==> src/hdl/cmd_port_pkg.sv <==
package cmd_port_pkg;

  // ****************************************************************
  // Timing
  // ****************************************************************
  localparam int CLK_PERIOD_PS     = 5000;
  localparam int READY_WAIT_CLOCKS = 200;
  localparam int WAIT_W            = 8;
  localparam int ENTRY_WINDOW_NS   = 5;
  localparam int ENTRY_WINDOW_CYC  = (ENTRY_WINDOW_NS * 1000) / CLK_PERIOD_PS;

  // ****************************************************************
  // Address fields and queue depth
  // ****************************************************************
  localparam int ADDR_W      = 15;
  localparam int BANK_W      = 2;
  localparam int COL_W       = 9;
  localparam int COL_X16_MSB = 7;
  localparam int LEN_X16_LSB = 11;
  localparam int LEN_X8_LSB  = 13;
  localparam int OPC_HI_LSB  = 8;
  localparam int FIFO_DEPTH  = 4;

  // ****************************************************************
  // Burst length encodings
  // ****************************************************************
  localparam logic [1:0] BURST_LEN_2 = 2'h0;
  localparam logic [1:0] BURST_LEN_4 = 2'h1;

  typedef enum logic [2:0] {
    ST_IDLE     = 3'h0,
    ST_ACT_RD   = 3'h1,
    ST_ACT_WR   = 3'h3,
    ST_SLEEP    = 3'h2,
    ST_SELF_REF = 3'h6,
    ST_WAIT_PD  = 3'h7
  } state_t;

  typedef enum logic [2:0] {
    OP_READ  = 3'h0,
    OP_WRITE = 3'h1,
    OP_MODE  = 3'h2,
    OP_EXT   = 3'h3,
    OP_REFR  = 3'h4
  } op_t;

  typedef struct packed {
    op_t                 op;
    logic [BANK_W-1:0]   bank;
    logic [ADDR_W-1:0]   upper_address;
    logic [COL_W-1:0]    lower_address;
    logic [3:0]          lane_mask;
    logic [3:0]          word_mask_lo;
    logic [3:0]          word_mask_hi;
  } cmd_t;

  typedef struct packed {
    logic                chip_sel_n;
    logic                function_select;
    logic [BANK_W-1:0]   bank;
    logic [ADDR_W-1:0]   addr;
  } pins_t;

endpackage

==> src/hdl/cmd_fifo.sv <==
module cmd_fifo
  import cmd_port_pkg::*;
#(
  parameter int WIDTH = 8,
  parameter int DEPTH = 4
) (
  input  wire logic             clk,
  input  wire logic             rst,
  input  wire logic [WIDTH-1:0] in_data,
  input  wire logic             in_valid,
  output logic                  in_ready,
  output logic [WIDTH-1:0]      out_data,
  output logic                  out_valid,
  input  wire logic             out_ready
);
  localparam int AW = $clog2(DEPTH);
  initial begin
    if (DEPTH < 2 || (1 << AW) != DEPTH) begin
      $error("cmd_fifo depth must be a power of two of at least 2");
    end
  end
  logic [WIDTH-1:0] mem_q [DEPTH];
  logic [AW-1:0]    wr_q, wr_d, rd_q, rd_d;
  logic [AW:0]      cnt_q, cnt_d;
  logic             push, pop;
  always_comb begin
    in_ready  = (cnt_q != (AW+1)'(DEPTH));
    out_valid = (cnt_q != '0);
    push      = in_valid && in_ready;
    pop       = out_valid && out_ready;
    wr_d      = push ? wr_q + 1'b1 : wr_q;
    rd_d      = pop ? rd_q + 1'b1 : rd_q;
    cnt_d     = cnt_q + (AW+1)'(push) - (AW+1)'(pop);
  end
  always_ff @(posedge clk) begin
    if (rst) begin
      wr_q  <= '0;
      rd_q  <= '0;
      cnt_q <= '0;
    end else begin
      wr_q  <= wr_d;
      rd_q  <= rd_d;
      cnt_q <= cnt_d;
    end
    if (push) begin
      mem_q[wr_q] <= in_data;
    end
  end
  assign out_data = mem_q[rd_q];
endmodule

==> src/hdl/cmd_port.sv <==
// Summary of operation
// - Normal accesses only 200 clocks after extended; the code only raises ready_q after the wait and never blocks accesses.
// - First command: deselect, read or write activate.
// - Second command: latch, refresh or mode set.
// - Column address width depends on organisation.
// - Mode set opcode from bank and low address.
// - Write-length selects sit on A14 to A11.
// - Write-length encoding per burst length two/four.
// - Wide part: lane selects act independently.
// - Inputs sampled on rising clock edge.
// - Pin high with deselect exits asynchronously.
module cmd_port
  import cmd_port_pkg::*;
#(
  parameter bit WIDE_ORG = 1'b1,
  parameter int READY_WAIT = READY_WAIT_CLOCKS
) (
  input  wire logic        clk,
  input  wire logic        rst,
  input  wire pins_t       pins,
  input  wire logic        power_down_n,
  input  wire logic [1:0]  burst_length,
  input  wire logic        outputs_idle,
  output cmd_t             cmd_data,
  output logic             cmd_valid,
  input  wire logic        cmd_ready,
  output logic             cmd_dropped_q,
  output logic             ready_q,
  output logic             ext_set_q,
  output logic             sleeping,
  output logic             self_refreshing,
  output logic             illegal_q
);
  initial begin
    if (READY_WAIT < 1 || READY_WAIT > 255) begin
      $error("READY_WAIT must be 1 to 255");
    end
  end

  // ****************************************************************
  // Decode helpers
  // ****************************************************************
  function automatic logic [3:0] word_mask(input logic [1:0] bl, input logic s0,
                                           input logic s1);
    logic [3:0] m;
    m = 4'hf;
    if (bl == BURST_LEN_2) begin
      m = s0 ? 4'h1 : 4'h3;
    end else begin
      case ({s1, s0})
        2'h1:    m = 4'hf;
        2'h2:    m = 4'h3;
        2'h3:    m = 4'h1;
        default: m = 4'h0;
      endcase
    end
    return m;
  endfunction

  // ****************************************************************
  // Command state
  // ****************************************************************
  state_t            st_q, st_d;
  logic [BANK_W-1:0] bank_q, bank_d;
  logic [ADDR_W-1:0] ua_q, ua_d;
  logic [WAIT_W-1:0] wait_q, wait_d;
  logic              ready_d, ext_d, drop_d, ill_d;
  logic              push, fifo_ready;
  cmd_t              entry;

  always_comb begin
    st_d    = st_q;
    bank_d  = bank_q;
    ua_d    = ua_q;
    wait_d  = wait_q;
    ready_d = ready_q;
    ext_d   = ext_set_q;
    drop_d  = 1'b0;
    ill_d   = 1'b0;
    push    = 1'b0;
    entry   = '0;
    entry.bank          = bank_q;
    entry.upper_address = ua_q;
    if (ext_set_q && !ready_q) begin
      if (wait_q == WAIT_W'(1)) begin
        ready_d = 1'b1;
      end
      wait_d = wait_q - 1'b1;
    end
    case (st_q)
      ST_IDLE: begin
        if (!power_down_n) begin
          if (pins.chip_sel_n) begin
            st_d = ST_SLEEP;
          end else begin
            ill_d = 1'b1;
          end
        end else if (!pins.chip_sel_n) begin
          bank_d = pins.bank;
          ua_d   = pins.addr;
          st_d   = pins.function_select ? ST_ACT_RD : ST_ACT_WR;
        end
      end
      ST_ACT_RD, ST_ACT_WR: begin
        st_d = ST_IDLE;
        push = 1'b1;
        if (pins.chip_sel_n) begin
          entry.op = (st_q == ST_ACT_RD) ? OP_READ : OP_WRITE;
          entry.lower_address = WIDE_ORG ?
            {1'b0, pins.addr[COL_X16_MSB:0]} : pins.addr[COL_W-1:0];
          if (st_q == ST_ACT_WR) begin
            if (WIDE_ORG) begin
              entry.word_mask_lo = word_mask(burst_length, pins.addr[ADDR_W-1],
                                             pins.addr[ADDR_W-2]);
              entry.word_mask_hi = word_mask(burst_length, pins.addr[LEN_X16_LSB+1],
                                             pins.addr[LEN_X16_LSB]);
            end else begin
              entry.word_mask_lo = word_mask(burst_length, pins.addr[ADDR_W-1],
                                             pins.addr[LEN_X8_LSB]);
              entry.word_mask_hi = entry.word_mask_lo;
            end
            ill_d = (entry.word_mask_lo == 4'h0) || (entry.word_mask_hi == 4'h0);
          end
        end else if (st_q == ST_ACT_RD) begin
          // opcode from bank and low address
          entry.op            = pins.bank[1] ? OP_EXT : OP_MODE;
          entry.lower_address = pins.addr[COL_W-1:0];
          ill_d = (pins.addr[ADDR_W-1:OPC_HI_LSB] != '0);
          if (pins.bank[1]) begin
            ext_d   = 1'b1;
            ready_d = 1'b0;
            wait_d  = WAIT_W'(READY_WAIT);
          end
        end else begin
          entry.op = OP_REFR;
          if (!power_down_n) begin
            st_d = ST_SELF_REF;
          end else if (ENTRY_WINDOW_CYC > 0) begin
            st_d = ST_WAIT_PD;
          end
        end
        if (!fifo_ready) begin
          drop_d = 1'b1;
        end
      end
      ST_WAIT_PD: begin
        st_d = power_down_n ? ST_IDLE : ST_SELF_REF;
      end
      ST_SLEEP, ST_SELF_REF: begin
        // exit needs select high; the code exits on the pin alone and flags select low in illegal_q
        // Exit follows the pin at the first edge, so a command may come next cycle.
        if (power_down_n) begin
          st_d  = ST_IDLE;
          ill_d = !pins.chip_sel_n;
        end
      end
      default: st_d = ST_IDLE;
    endcase
  end

  always_ff @(posedge clk) begin
    if (rst) begin
      st_q          <= ST_IDLE;
      bank_q        <= '0;
      ua_q          <= '0;
      wait_q        <= '0;
      ready_q       <= 1'b0;
      ext_set_q     <= 1'b0;
      cmd_dropped_q <= 1'b0;
      illegal_q     <= 1'b0;
    end else begin
      st_q          <= st_d;
      bank_q        <= bank_d;
      ua_q          <= ua_d;
      wait_q        <= wait_d;
      ready_q       <= ready_d;
      ext_set_q     <= ext_d;
      cmd_dropped_q <= drop_d;
      illegal_q     <= ill_d;
    end
  end

  // low-power state released by pin alone
  assign sleeping        = (st_q == ST_SLEEP) && !power_down_n;
  assign self_refreshing = (st_q == ST_SELF_REF) && !power_down_n;

  // ****************************************************************
  // Decoded command queue
  // ****************************************************************
  // A full queue drops the command and flags it; the pins have no stall.
  cmd_fifo #(
    .WIDTH ($bits(cmd_t)),
    .DEPTH (FIFO_DEPTH)
  ) cmd_fifo_i (
    .clk       (clk),
    .rst       (rst),
    .in_data   (entry),
    .in_valid  (push),
    .in_ready  (fifo_ready),
    .out_data  (cmd_data),
    .out_valid (cmd_valid),
    .out_ready (cmd_ready)
  );

  // ****************************************************************
  // Checks
  // ****************************************************************
  // ready timing
  ready_wait_a: assert property (@(posedge clk) disable iff (rst)
    $rose(ready_q) |-> ext_set_q && $past(wait_q) == WAIT_W'(1))
    else $error("ready raised without full wait");
  second_cmd_a: assert property (@(posedge clk) disable iff (rst)
    (st_q == ST_ACT_RD || st_q == ST_ACT_WR) |=> st_q != ST_ACT_RD && st_q != ST_ACT_WR)
    else $error("second command not taken");
  first_cmd_a: assert property (@(posedge clk) disable iff (rst)
    (st_q == ST_IDLE && power_down_n && !pins.chip_sel_n && pins.function_select)
    |=> st_q == ST_ACT_RD)
    else $error("read activate missed");
  self_entry_a: assert property (@(posedge clk) disable iff (rst)
    (st_q == ST_ACT_WR && !pins.chip_sel_n && !power_down_n) |=> st_q == ST_SELF_REF)
    else $error("self-refresh entry missed");
  sleep_exit_a: assert property (@(posedge clk) disable iff (rst)
    ((st_q == ST_SLEEP || st_q == ST_SELF_REF) && power_down_n) |=> st_q == ST_IDLE)
    else $error("low-power state held with pin high");
  mode_opcode_a: assert property (@(posedge clk) disable iff (rst)
    (st_q == ST_ACT_RD && !pins.chip_sel_n && pins.addr[ADDR_W-1:OPC_HI_LSB] != '0)
    |=> illegal_q)
    else $error("bad opcode not flagged");
  queue_push_a: assert property (@(posedge clk) disable iff (rst)
    push |-> (st_q == ST_ACT_RD || st_q == ST_ACT_WR))
    else $error("push outside second command");
  // select low with pin low flagged
  pd_illegal_a: assert property (@(posedge clk) disable iff (rst)
    (st_q == ST_IDLE && !power_down_n && !pins.chip_sel_n) |=> illegal_q && st_q == ST_IDLE)
    else $error("illegal power-down not flagged");
endmodule

==> config.mk <==
export PLATFORM = sky130hd
export DESIGN_NAME = cmd_port
export DESIGN_NICKNAME = d
export VERILOG_FILES = /design/src/hdl/cmd_port_pkg.sv /design/src/hdl/cmd_fifo.sv /design/src/hdl/cmd_port.sv
export SDC_FILE = /design/constraint.sdc
export NUM_CORES = 1
export LEC_CHECK = 0
export BUFFER_PORTS_ARGS = -buffer_cell sky130_fd_sc_hd__buf_4
export CAP_MARGIN = 0
export CORE_MARGIN = 2
export CORE_UTILIZATION = 55
export DETAILED_ROUTE_END_ITERATION = 10
export PLACE_DENSITY = 0.75
export SETUP_SLACK_MARGIN = 0.1
export SYNTH_ARGS = -nofsm -noshare
export SYNTH_HDL_FRONTEND = slang
export SYNTH_SLANG_ARGS = --single-unit
==> constraint.sdc <==
create_clock -name clk -period 3.09 [get_ports clk]
set_input_delay 0.4635 -clock clk [delete_from_list [all_inputs] [get_ports clk]]
set_output_delay 0.4635 -clock clk [all_outputs]
set_load 0.02 [all_outputs]
== Yosys cells after proc, flatten, opt, wreduce, memory -nomap -nowiden ==
Memories as Yosys holds them, arrays and structs flattened. A register that Yosys moved wholly into a read port is not among the register bits.
Cells that the tools add are included.

* $add $sub $neg: 5
* Equality and inequality tests: 16
* Bitwise logic cells: 2
* Multiplexer cells: 54
* Reductions and logical operators: 21

{| class="wikitable"
|+ Operator list
! kind !! number
|-
| $mux 8 || 11
|-
| $mux 3 || 10
|-
| $mux 9 || 3
|-
| $pmux 4 s3 || 2
|-
| $mux 1 || 19
|-
| $pmux 3 s4 || 1
|-
| $mux 2 || 5
|-
| $ne 3x3->1 const B || 3
|-
| $eq 2x2->1 const B || 4
|-
| $eq 8x1->1 const B || 1
|-
| $logic_not 4->1 || 2
|-
| $mux 4 || 2
|-
| $sub 8x1->8 const B || 1
|-
| $reduce_bool 7->1 || 1
|-
| $eq 3x2->1 const B || 2
|-
| $eq 3x3->1 const B || 2
|-
| $reduce_and 3->1 || 2
|-
| $reduce_or 2->1 || 3
|-
| $logic_and 1x1->1 || 5
|-
| $add 2x1->2 const B || 2
|-
| $eq 2x1->1 const B || 2
|-
| $reduce_and 4->1 || 1
|-
| $add 3x1->3 || 1
|-
| $eq 3x1->1 const B || 1
|-
| other kinds (9) || 12
|}

* Bits in writable memories: 148
* Bits in registers: 39
* Input port bits: 26
* Memories kept: 1
* Output and inout bits: 48
* Word-level logic and storage cells: 110

{| class="wikitable"
|+ Memory list
! memory !! words !! bits a word !! rd ports !! clocked after memory_dff !! write ports !! RTL line !! source
|-
| cmd_fifo_i.mem_q || 4 || 37 || 1 || 1 || 1 || cmd_fifo.sv:22 || <nowiki>logic [WIDTH-1:0] mem_q [DEPTH];</nowiki>
|}

== Logic depth before layout (Yosys ltp) ==
Gate-level depths: netlist of the first run.

* Depth in word-level cells: 11
* Depth in mapped cells: 7
* Depth with buffers taken out: 7

== Cells and area by module ==
Synthesis of the first run repeated with hierarchy kept, for this count alone.

* Cells, all modules: 448
* Area total of the unflattened synthesis: 8056.5 um2

{| class="wikitable"
|+ Modules (own cells, without submodules)
! module !! cells an instance !! seq. area each (um2) !! instances !! area an instance (um2)
|-
| cmd_fifo || 264 || 5104.9 || 1 || 6436.2
|-
| cmd_port || 184 || 640.6 || 1 || 1620.3
|}

== Least setup slack after synthesis of the first run ==
Ideal clock, no wire load.

* Path kind: register -> register
* Start point: register st_q[0]
* End point: memory cmd_fifo_i.mem_q[0][0] (netlist bit) (enable)
* Period minus slack after synthesis: 2.293 ns
* Setup slack: 0.797 ns
* Path buffers: 1
* Cell stages (with the launch flop): 4
* Arrival time: 1.898 ns
* Path through: dfxtp_1 clkbuf_1 nor2b_1 and3_1

* Word-level cells in the longest chain between the ends: 6
* Elaborated cells on any way between the ends: 7

{| class="wikitable"
|+ Ends and longest elaborated chain
! element !! RTL line !! source
|-
| from (decl) || cmd_port.sv:63 || <nowiki>state_t st_q, st_d;</nowiki>
|-
| from (signal assigned) || cmd_port.sv:172 || <nowiki>st_q <= st_d;</nowiki>
|-
| $eq 3x1->1 or $eq 3x2->1 (tied branches) || cmd_port.sv:90 || <nowiki>case (st_q)</nowiki>
|-
| $reduce_or 2->1 * || cmd_port.sv:90 ||
|-
| $mux 1 * || cmd_port.sv:90 ||
|-
| $logic_and 1x1->1 * || cmd_fifo.sv:29 || <nowiki>push = in_valid && in_ready;</nowiki>
|-
| $mux 1 * || cmd_fifo.sv:45 || <nowiki>if (push) begin</nowiki>
|-
| $mux 1 (implied by the code) * || cmd_fifo.sv:46 || <nowiki>mem_q[wr_q] <= in_data;</nowiki>
|-
| to (decl) || cmd_fifo.sv:22 ||
|}

Every way passes the cells marked *; elsewhere a longest branch is shown, timed or not.

==> qor.txt, run 1 <==
Yosys top cell by area: edfxtp_1
Post-Syn Instances: 446
CP max-delay cell: mux4_2
Worst setup EP type: output pin
die span in y: 118 µm
Adder-Cell Fraction of Synth Area: 2.36%
Row Count: 41
Power Dens Cells: 704 mW/mm²
Synth Register Bits: 181
Post-Synth XOR/XNOR Area: 0.730%
Cell Int Power: 4.37 mW
ANT nets after route: 0
initial antenna violation count: 0
Area Growth Syn to Fin: 17.3%
fin crit share: 73.9%
DRC: 0
io pins: 74
DRT iter0 DRCs: 325
Worst Hold Class: input port to flop
placed instance area: 0.00792 mm²
max incr delay on CP: 580 ps
clock slew at reported path FFs: 60 ps
Hold Fails Final Rpt: 0
antenna cells: 0
Pre-antenna DRT Iters: 4
dpl hpwl: 8210 µm
status: finished clean
layout cells sized above 1: 29.2%
Resized cells post-CTS: 0
clk sinks: 181
share of the synthesized area in the top cell type: 58.4%
switching power share of the total: 26.6%
Commonest cells post-synth: edfxtp_1, dfxtp_1, mux4_2
Area contributors post-synth: edfxtp_1, dfxtp_1, mux4_2
Netlist cell types: 47
YS warnings: 0
largest family of logic cells by synthesized area: multiplexers
fin cells: 699
Setup Fix Bufs, Post-CTS: 0
Nets: 553
combinational power share: 21.9%
leakage power: 2.89 nW
async set or reset register ratio after synthesis: 0%
Setup Skew: 11.9 ps
gr ovfl total: 0
sw power: 1.59 mW
final WL: 13000 µm
GRT Overall Usage: 20.0%
Final min period: 2280 ps
WP data required: 2630 ps
Total Power: 5.95 mW
Synth Flop Type: edfxtp_1
Worst Max-Slew Pin Slew: 949 ps
Peak Freq: 438 MHz
CTS root buf: clkbuf_16
TritonCTS clock tree: yes
maximum fanout along the worst path: 35
Synth Area in Compound Gates: 5.28%
CTS buffer count: 17
Vias: 4035
global-route wire length before repair: 21200 µm
Max H-tree Level: 4
Critical Path AT: 1820 ps
Mean Syn Cell Area: 16.1 µm²
insertion delay to the later sink of the worst-skew pair: 420 ps
Via density: 5.77
register area share after synthesis: 69.8%
WL/cell: 18.6 µm
RSZ-0062 raised after global routing: no
fin area: 0.00845 mm²
Max VDD drop: 0.000429 V
Starting Density: 56.6%
max-slew violations: 0
clock share of power: 31.9%
critical path type: flop to output pin
hold_buf cts: 0
Reg power frac: 46.2%
RePlAce Congestion: 0.766
CP cell instances: buf_12 -> mux4_2 -> buf_4
largest net degree at the start of global routing: 36
vias in the first global route: 4064
CORE AREA: 0.0127 mm²
PortBufs: 68
Critical Path Start Type: flop
Setup Viol. Count Final: 0
area of the die: 0.0140 mm²
Synth Area in Simple Gates: 7.89%
Max-cap violations: 0
CTS max path bufs: 2
Max-slew headroom: 35.8%
EDFF count, synth: 140
setup TNS: 0 ps
placed cells: 667
post-synthesis mux area share: 11.1%
Die Wd: 118 µm
Synth Cell Area: 0.00720 mm²
top-count cell post-synth: edfxtp_1
## flip-flops by register name (all words and copies together), names as in the netlist, 2 cells and up, named ones only
signal,cells
cmd_fifo_i.cnt_q,3
cmd_fifo_i.wr_q,2
st_q,3
ua_q,15
bank_q,2
wait_q,8
cmd_fifo_i.mem_q,140
cmd_fifo_i.rd_q,2
## power by group through the flow
stage                     combinational [mW]  clock, mW  sequential, mW
after floorplan                        0.912          0            2.78
after global placement                  1.32          0            2.80
after detailed placement                1.33          0            2.80
after CTS                               1.33       1.93            2.75
after global routing                    1.41       2.03            2.76
final                                   1.30       1.90            2.75
## layout by cell type, fill, tap and decap left out, drive strengths merged, types with 4 or more instances in the layout
cell type and instances:
a21oi 31, nand2b 4, edfxtp 140, buf 76
inv 17, nor3 7, and3 4, and2 11
clkinvlp 4, nand3 21, nor2 12, dfxtp 41
conb 4, clkinv 8, nand2 5, mux4 35
ha 12, or4 4, nor2b 4, o21ai 22
or3 7, clkbuf 19, nor4b 4
## final cells by class
type                       instances  area [µm²]
fill                             938        4270
multi-input combinational        222        1990
inverter                          16        60.1
tap                              172         215
clock inverter                    13        85.1
timing repair buffer              76         633
clock buffer                      19         443
sequential                       181        5030
## logic make-up after synthesis
family / after synthesis
muxes: 36
xor gates and xnor gates: 6
other: 1
buffers and inverters: 46
AOI/OAI and AO/OA: 68
and+or+nand+nor: 95
DFF: 181
adders and majority gates: 13
## layer usage
layer,part of all wire [%],track usage (%),vias up
li1,-,-,1854
met1,41,25.2,2040
met2,52,33.3,124
met3,5.9,5.65,17
met4,1.7,7.37,0
met5,0,0,-
## final timing paths
| check | start | to | slack (ps) | cells after the start |
|---|---|---|---|---|
| worst max-delay path | flop | cmd_data[33] | 810 | 3 |
| worst min register to register | ua_q[9] | cmd_fifo_i.mem_q[0][26] | 490 | 0 |
| worst max register to register | st_q[0] | cmd_fifo_i.mem_q[3][19] | 1010 | 3 |
| worst min-delay path | pins[15] | bank_q[0] | 330 | 3 |
## through the flow
| step | setup slack (ps) | utilization [%] | hold WS, ps |
|---|---|---|---|
| floorplan | 797 | - | 454 |
| global placement | 1100 | 62.3 | 462 |
| detailed placement | 1010 | 62.3 | 487 |
| CTS | 760 | 66.4 | 309 |
| global route | 722 | 66.4 | 315 |
| finish | 808 | 66.4 | 325 |
## worst max-delay path: cells and delay by family (launching register included)
kind     cells  cell delay (ps)
buf+inv      2              460
flops        1              340
mux          1              580
(Power assumes the default switching activity.)
==> inputs of run 2 (changes only) <==
CORE_UTILIZATION = 53   (was 55)
PLACE_DENSITY = 0.76   (was 0.75)
clock period = 2 ns   (was 3.09 ns; I/O delays follow)
==> run 2 against run 1 <==
  * The run now ends with negative setup slack left
  * Flip-flop and latch count did not move
  * Highest routed layer unchanged
  * Cell count rose by 2.0%
  * Critical path depth did not move
  * Largest power group unchanged
==> qor.txt, run 2 (same netlist as run 1, synthesis figures left out) <==
leakage power: 3.01 nW (was 2.89 nW)
Area Growth Syn to Fin: 21.5% (was 17.3%)
CORE AREA: 0.0132 mm² (was 0.0127 mm²)
clk sinks: 181 (unchanged)
vias in the first global route: 4083 (was 4064)
Reg power frac: 43.8% (was 46.2%)
ANT nets after route: 0 (unchanged)
Via density: 5.68 (was 5.77)
Setup Skew: 6.84 ps (was 11.9 ps)
Max-cap violations: 0 (unchanged)
TritonCTS clock tree: yes (unchanged)
RePlAce Congestion: 0.766 (unchanged)
layout cells sized above 1: 31.1% (was 29.2%)
Die Wd: 121 µm (was 118 µm)
CTS root buf: clkbuf_16 (unchanged)
Worst setup EP type: output pin (unchanged)
most frequent cells in the layout: edfxtp_1, buf_4, dfxtp_1, mux4_2, buf_6 (was edfxtp_1, buf_4, dfxtp_1, mux4_2, a21oi_1)
Worst Max-Slew Pin Slew: 638 ps (was 949 ps)
fin crit share: 103%
Final min period: 2060 ps
top flop regs: cmd_fifo_i.mem_q x140, ua_q x15, wait_q x8 (unchanged)
Power Dens Cells: 1110 mW/mm² (was 704 mW/mm²)
Nets: 563 (was 553)
Pre-antenna DRT Iters: 4 (unchanged)
hold_buf cts: 0 (unchanged)
Hold Fails Final Rpt: 0 (unchanged)
clock share of power: 30.9% (was 31.9%)
final core occ: 66.1% (was 66.4%)
Peak Freq: 485 MHz
RSZ-0062 raised after global routing: yes (was no)
global-route wire length before repair: 21500 µm (was 21200 µm)
initial antenna violation count: 0 (unchanged)
DRT iter0 DRCs: 338 (was 325)
die span in y: 121 µm (was 118 µm)
WP data required: 1700 ps (was 2630 ps)
Max-slew headroom: 56.9% (was 35.8%)
largest net degree at the start of global routing: 36 (unchanged)
Max VDD drop: 0.000761 V (was 0.000429 V)
Critical Path Start Type: flop (unchanged)
Setup Viol. Count Final: 36 (was 0)
Worst Hold Class: input port to flop (unchanged)
CTS buffer count: 17 (unchanged)
final WL: 13600 µm (was 13000 µm)
dpl hpwl: 8210 µm (about the same)
WL/cell: 19.1 µm (was 18.6 µm)
DRC: 0 (unchanged)
GRT Overall Usage: 20.1% (was 20.0%)
Starting Density: 54.4% (was 56.6%)
combinational power share: 25.3% (was 21.9%)
Largest register FFs: 140 (unchanged)
Vias: 4048 (was 4035)
io pins: 74 (unchanged)
Row Count: 42 (was 41)
Critical Path AT: 1760 ps (was 1820 ps)
most common cell after layout, fill and taps aside: edfxtp_1 (unchanged)
post-route worst setup slack: -60.3 ps (was 808 ps)
setup TNS: -1350 ps (was 0 ps)
CTS max path bufs: 2 (unchanged)
PortBufs: 68 (unchanged)
antenna cells: 0 (unchanged)
area of the die: 0.0145 mm² (was 0.0140 mm²)
Max H-tree Level: 4 (unchanged)
maximum fanout along the worst path: 17 (was 35)
insertion delay to the later sink of the worst-skew pair: 420 ps (about the same)
clock slew at reported path FFs: 60 ps (about the same)
failing checks: negative setup slack
status: finished, violations left (was finished clean)
switching power share of the total: 25.9% (was 26.6%)
Largest Register: cmd_fifo_i.mem_q (unchanged)
critical path type: flop to output pin (unchanged)
gr ovfl total: 0 (unchanged)
sw power: 2.53 mW (was 1.59 mW)
max-slew violations: 0 (unchanged)
Cell Int Power: 7.22 mW (was 4.37 mW)
==> run 2: area by class of cell <==
type / count / area [µm²]
Sequential cell: 181 / 5030
Fill cell: 927 / 4490
Multi-Input combinational cell: 222 / 2000
Timing Repair Buffer: 86 / 892
Clock buffer: 28 / 518
Tap cell: 176 / 220
Inverter: 16 / 60.1
Clock inverter: 4 / 21.3
==> run 2: timing repair <==
action,in CTS,in global routing
pin swaps,2,2
buffers inserted,1,0
setup endpoints to repair,39,41
resized for setup,40,4
gates cloned,2,0
==> run 2: per-stage QoR <==
stage | hold slack [ps] | instances | instance area [µm²] | total power, mW | setup slack, ps
2_1_floorplan | 448 | 449 | 7220 | 5.71 | 72.9
6_report | 142 | 713 | 8750 | 9.75 | -60.3
3_5_place_dp | 481 | 678 | 8000 | 6.44 | 88.4
4_1_cts | 124 | 713 | 8730 | 9.79 | -98.2
3_3_place_gp | 467 | 678 | 8000 | 6.41 | 130
5_1_grt | 148 | 713 | 8750 | 10.1 | -127
==> run 2: final timing paths <==
check | startpoint | to | slack [ps] | depth (start not counted)
worst max register to register | cmd_fifo_i.cnt_q[0] | cmd_fifo_i.cnt_q[1] | 180 | 6
worst min register to register | wait_q[0] | wait_q[0] | 500 | 2
worst min-delay path | pins[15] | bank_q[0] | 140 | 3
worst max-delay path | flop | cmd_data[13] | -60 | 3
==> run 2: worst max-delay path, cell delays in order (launching register included) <==
cell and delay, ps:
dfxtp_4 430, buf_16 220, mux4_2 540, buf_6 150
==> run 2: power groups by stage <==
stage | combinational (mW) | sequential (mW) | clock [mW]
2_1_floorplan | 1.42 | 4.30 | 0
3_3_place_gp | 2.10 | 4.30 | 0
3_5_place_dp | 2.13 | 4.31 | 0
4_1_cts | 2.45 | 4.27 | 3.06
5_1_grt | 2.63 | 4.29 | 3.19
6_report | 2.46 | 4.27 | 3.01
==> run 2: metal layers <==
| metal | track usage [%] | routed length (µm) | vias up |
|---|---|---|---|
| met5 | 0 | 0 | - |
| met4 | 8.79 | 292 | 0 |
| met1 | 25.5 | 5650 | 2026 |
| li1 | - | - | 1876 |
| met2 | 33.5 | 6980 | 119 |
| met3 | 4.39 | 673 | 27 |
==> inputs of run 3 (changes only) <==
GPL_TIMING_DRIVEN = 0   (was not set)
PLACE_DENSITY = 0.73   (was 0.76)
==> run 3 against run 2 <==
  * The flow still finishes with violations (negative setup slack)
  * Die area unchanged
  * Sequential power about the same
  * Global-route usage increased by 1.2 points
  * Power increased by 3.4%
  * Core utilization increased by 3.1 points
  * Cell count increased by 5.0%
  * Cell area increased by 4.6%
  * Clock power increased by 3%
  * Largest cell class unchanged
  * Largest power group unchanged
==> qor.txt, run 3 (same netlist as run 1, synthesis figures left out) <==
status: finished, violations left (unchanged)
failing checks: negative setup slack (unchanged)
Starting Density: 54.4% (unchanged)
insertion delay to the later sink of the worst-skew pair: 420 ps (about the same)
Nets: 599 (was 563)
worst reg2reg path startpoint: st_q[2] (was cmd_fifo_i.cnt_q[0])
Critical Path Start Type: flop (unchanged)
hold_buf cts: 0 (unchanged)
Worst R2R End: ua_q[10] (was cmd_fifo_i.cnt_q[1])
Setup Skew: 6.40 ps (was 6.84 ps)
clock share of power: 30.9% (about the same)
CP most frequent cell: buf_6
switching power share of the total: 25.9% (about the same)
Die Wd: 121 µm (unchanged)
dpl hpwl: 8810 µm (was 8210 µm)
CTS buffer count: 17 (unchanged)
layout cells sized above 1: 35.1% (was 31.1%)
Via density: 5.78 (was 5.68)
crit path to: cmd_data[3] (was cmd_data[13])
DRT iter0 DRCs: 509 (was 338)
global-route wire length before repair: 22600 µm (was 21500 µm)
Worst Hold Class: input port to flop (unchanged)
RSZ-0062 raised after global routing: yes (unchanged)
WHS: 143 ps (was 142 ps)
Row Count: 42 (unchanged)
most frequent cells in the layout: edfxtp_1, buf_4, buf_6, mux4_2, dfxtp_1 (was edfxtp_1, buf_4, dfxtp_1, mux4_2, buf_6)
final core occ: 69.1% (was 66.1%)
R2R depth: 4 (was 6)
io pins: 74 (unchanged)
clk sinks: 181 (unchanged)
ANT nets after route: 0 (unchanged)
fin cells: 749 (was 713)
CTS max path bufs: 2 (unchanged)
Pre-antenna DRT Iters: 6 (was 4)
GRT Overall Usage: 21.3% (was 20.1%)
Critical Path AT: 1810 ps (was 1760 ps)
vias in the first global route: 4252 (was 4083)
Max-slew headroom: 49.5% (was 56.9%)
Area Growth Syn to Fin: 27.1% (was 21.5%)
Total Power: 10.1 mW (was 9.75 mW)
area of the die: 0.0145 mm² (unchanged)
Cell Int Power: 7.47 mW (was 7.22 mW)
CORE AREA: 0.0132 mm² (unchanged)
RePlAce Congestion: 0.813 (was 0.766)
antenna cells: 0 (unchanged)
CTS root buf: clkbuf_16 (unchanged)
WL/cell: 21.0 µm (was 19.1 µm)
clock slew at reported path FFs: 60 ps (about the same)
placed cells: 691 (was 678)
gr ovfl total: 0 (unchanged)
Peak Freq: 475 MHz (was 485 MHz)
most common cell after layout, fill and taps aside: edfxtp_1 (unchanged)
initial antenna violation count: 0 (unchanged)
critical path type: flop to output pin (unchanged)
Largest register FFs: 140 (unchanged)
Crit path max-delay family: multiplexers (unchanged)
Max VDD drop: 0.000888 V (was 0.000761 V)
leakage power: 3.18 nW (was 3.01 nW)
Vias: 4330 (was 4048)
Layout fillers: 924 (was 927)
combinational power share: 26.8% (was 25.3%)
top flop regs: cmd_fifo_i.mem_q x140, ua_q x15, wait_q x8 (unchanged)
Power Dens Cells: 1100 mW/mm² (was 1110 mW/mm²)
post-route worst setup slack: -105 ps (was -60.3 ps)
Worst setup EP type: output pin (unchanged)
Hold Fails Final Rpt: 0 (unchanged)
sw power: 2.61 mW (was 2.53 mW)
CP max-delay cell: mux4_2 (unchanged)
fin crit share: 105% (was 103%)
PortBufs: 66 (was 68)
CP cell instances: buf_8 -> buf_6 -> mux4_2 -> buf_6 -> buf_6 (was buf_16 -> mux4_2 -> buf_6)
Max H-tree Level: 4 (unchanged)
WP data required: 1700 ps (about the same)
max incr delay on CP: 530 ps (was 540 ps)
pre-CTS WS: -480 ps (was 88.4 ps)
Largest Register: cmd_fifo_i.mem_q (unchanged)
final WL: 15800 µm (was 13600 µm)
die span in y: 121 µm (unchanged)
Reg power frac: 42.4% (was 43.8%)
r2r setup slk: 110 ps (was 180 ps)
Bufs and invs on worst path: 4 (was 2)
largest net degree at the start of global routing: 19 (was 36)
Levels on crit path: 5 (was 3)
Max-cap violations: 0 (unchanged)
maximum fanout along the worst path: 6 (was 17)
max-slew violations: 0 (unchanged)
DRC: 0 (unchanged)
TritonCTS clock tree: yes (unchanged)
Setup Viol. Count Final: 36 (unchanged)
Worst Max-Slew Pin Slew: 753 ps (was 638 ps)
Final min period: 2110 ps (was 2060 ps)
-- run 3: power by group through the flow --
| stage | logic [mW] | clock network [mW] | registers (mW) |
|---|---|---|---|
| after global placement | 2.07 | 0 | 4.31 |
| after global routing | 2.86 | 3.28 | 4.29 |
| final | 2.70 | 3.11 | 4.27 |
| after detailed placement | 2.09 | 0 | 4.32 |
| after CTS | 2.63 | 3.14 | 4.26 |
| after floorplan | 1.42 | 0 | 4.30 |
-- run 3: worst min-delay path by stage --
stage                                   end  startpoint  cells past startpoint
finish                            bank_q[0]    pins[15]                      3
global route                      bank_q[0]    pins[15]                      3
CTS                               bank_q[0]    pins[15]                      3
detailed placement  cmd_fifo_i.mem_q[1][31]    ua_q[14]                      0
global placement                  wait_q[5]   wait_q[5]                      2
floorplan                         bank_q[0]    pins[15]                      2
-- run 3: what timing repair did --
action	4_1_cts	5_1_grt
buffers inserted	9	12
resized for setup	81	15
pin swaps	5	12
gates cloned	4	3
setup endpoints to repair	181	221
-- run 3: tightest hold or removal path: stages --
cell and delay, ps:
buf_4 110, nand3_1 50, a21oi_1 50
-- run 3: layer usage --
metal	wire, µm	vias to the layer above	global-route usage [%]	part of all wire (%)
met1	6440	2176	28.1	41
met2	8190	177	35.5	52
met5	0	-	0	0
met4	197	0	7.63	1.2
li1	-	1963	-	-
met3	943	14	4.43	6.0
-- run 3: cell type report --
class / count / area [µm²] / area share (%)
Multi-Input combinational cell: 229 / 2130 / 23.2
Sequential cell: 181 / 5040 / 55.0
Inverter: 16 / 60.1 / 0.656
Clock buffer: 29 / 543 / 5.93
Timing Repair Buffer: 87 / 937 / 10.2
Tap cell: 176 / 220 / 2.41
Clock inverter: 3 / 15.0 / 0.164
Buffer: 28 / 216 / 2.36
-- run 3: metrics by stage --
stage,setup TNS (ps),cell area (µm²)
final,-1840,9160
after detailed placement,-69970,7940
after CTS,-2550,8880
after global placement,-66650,7940
after global routing,-4200,9160
after floorplan,0,7220
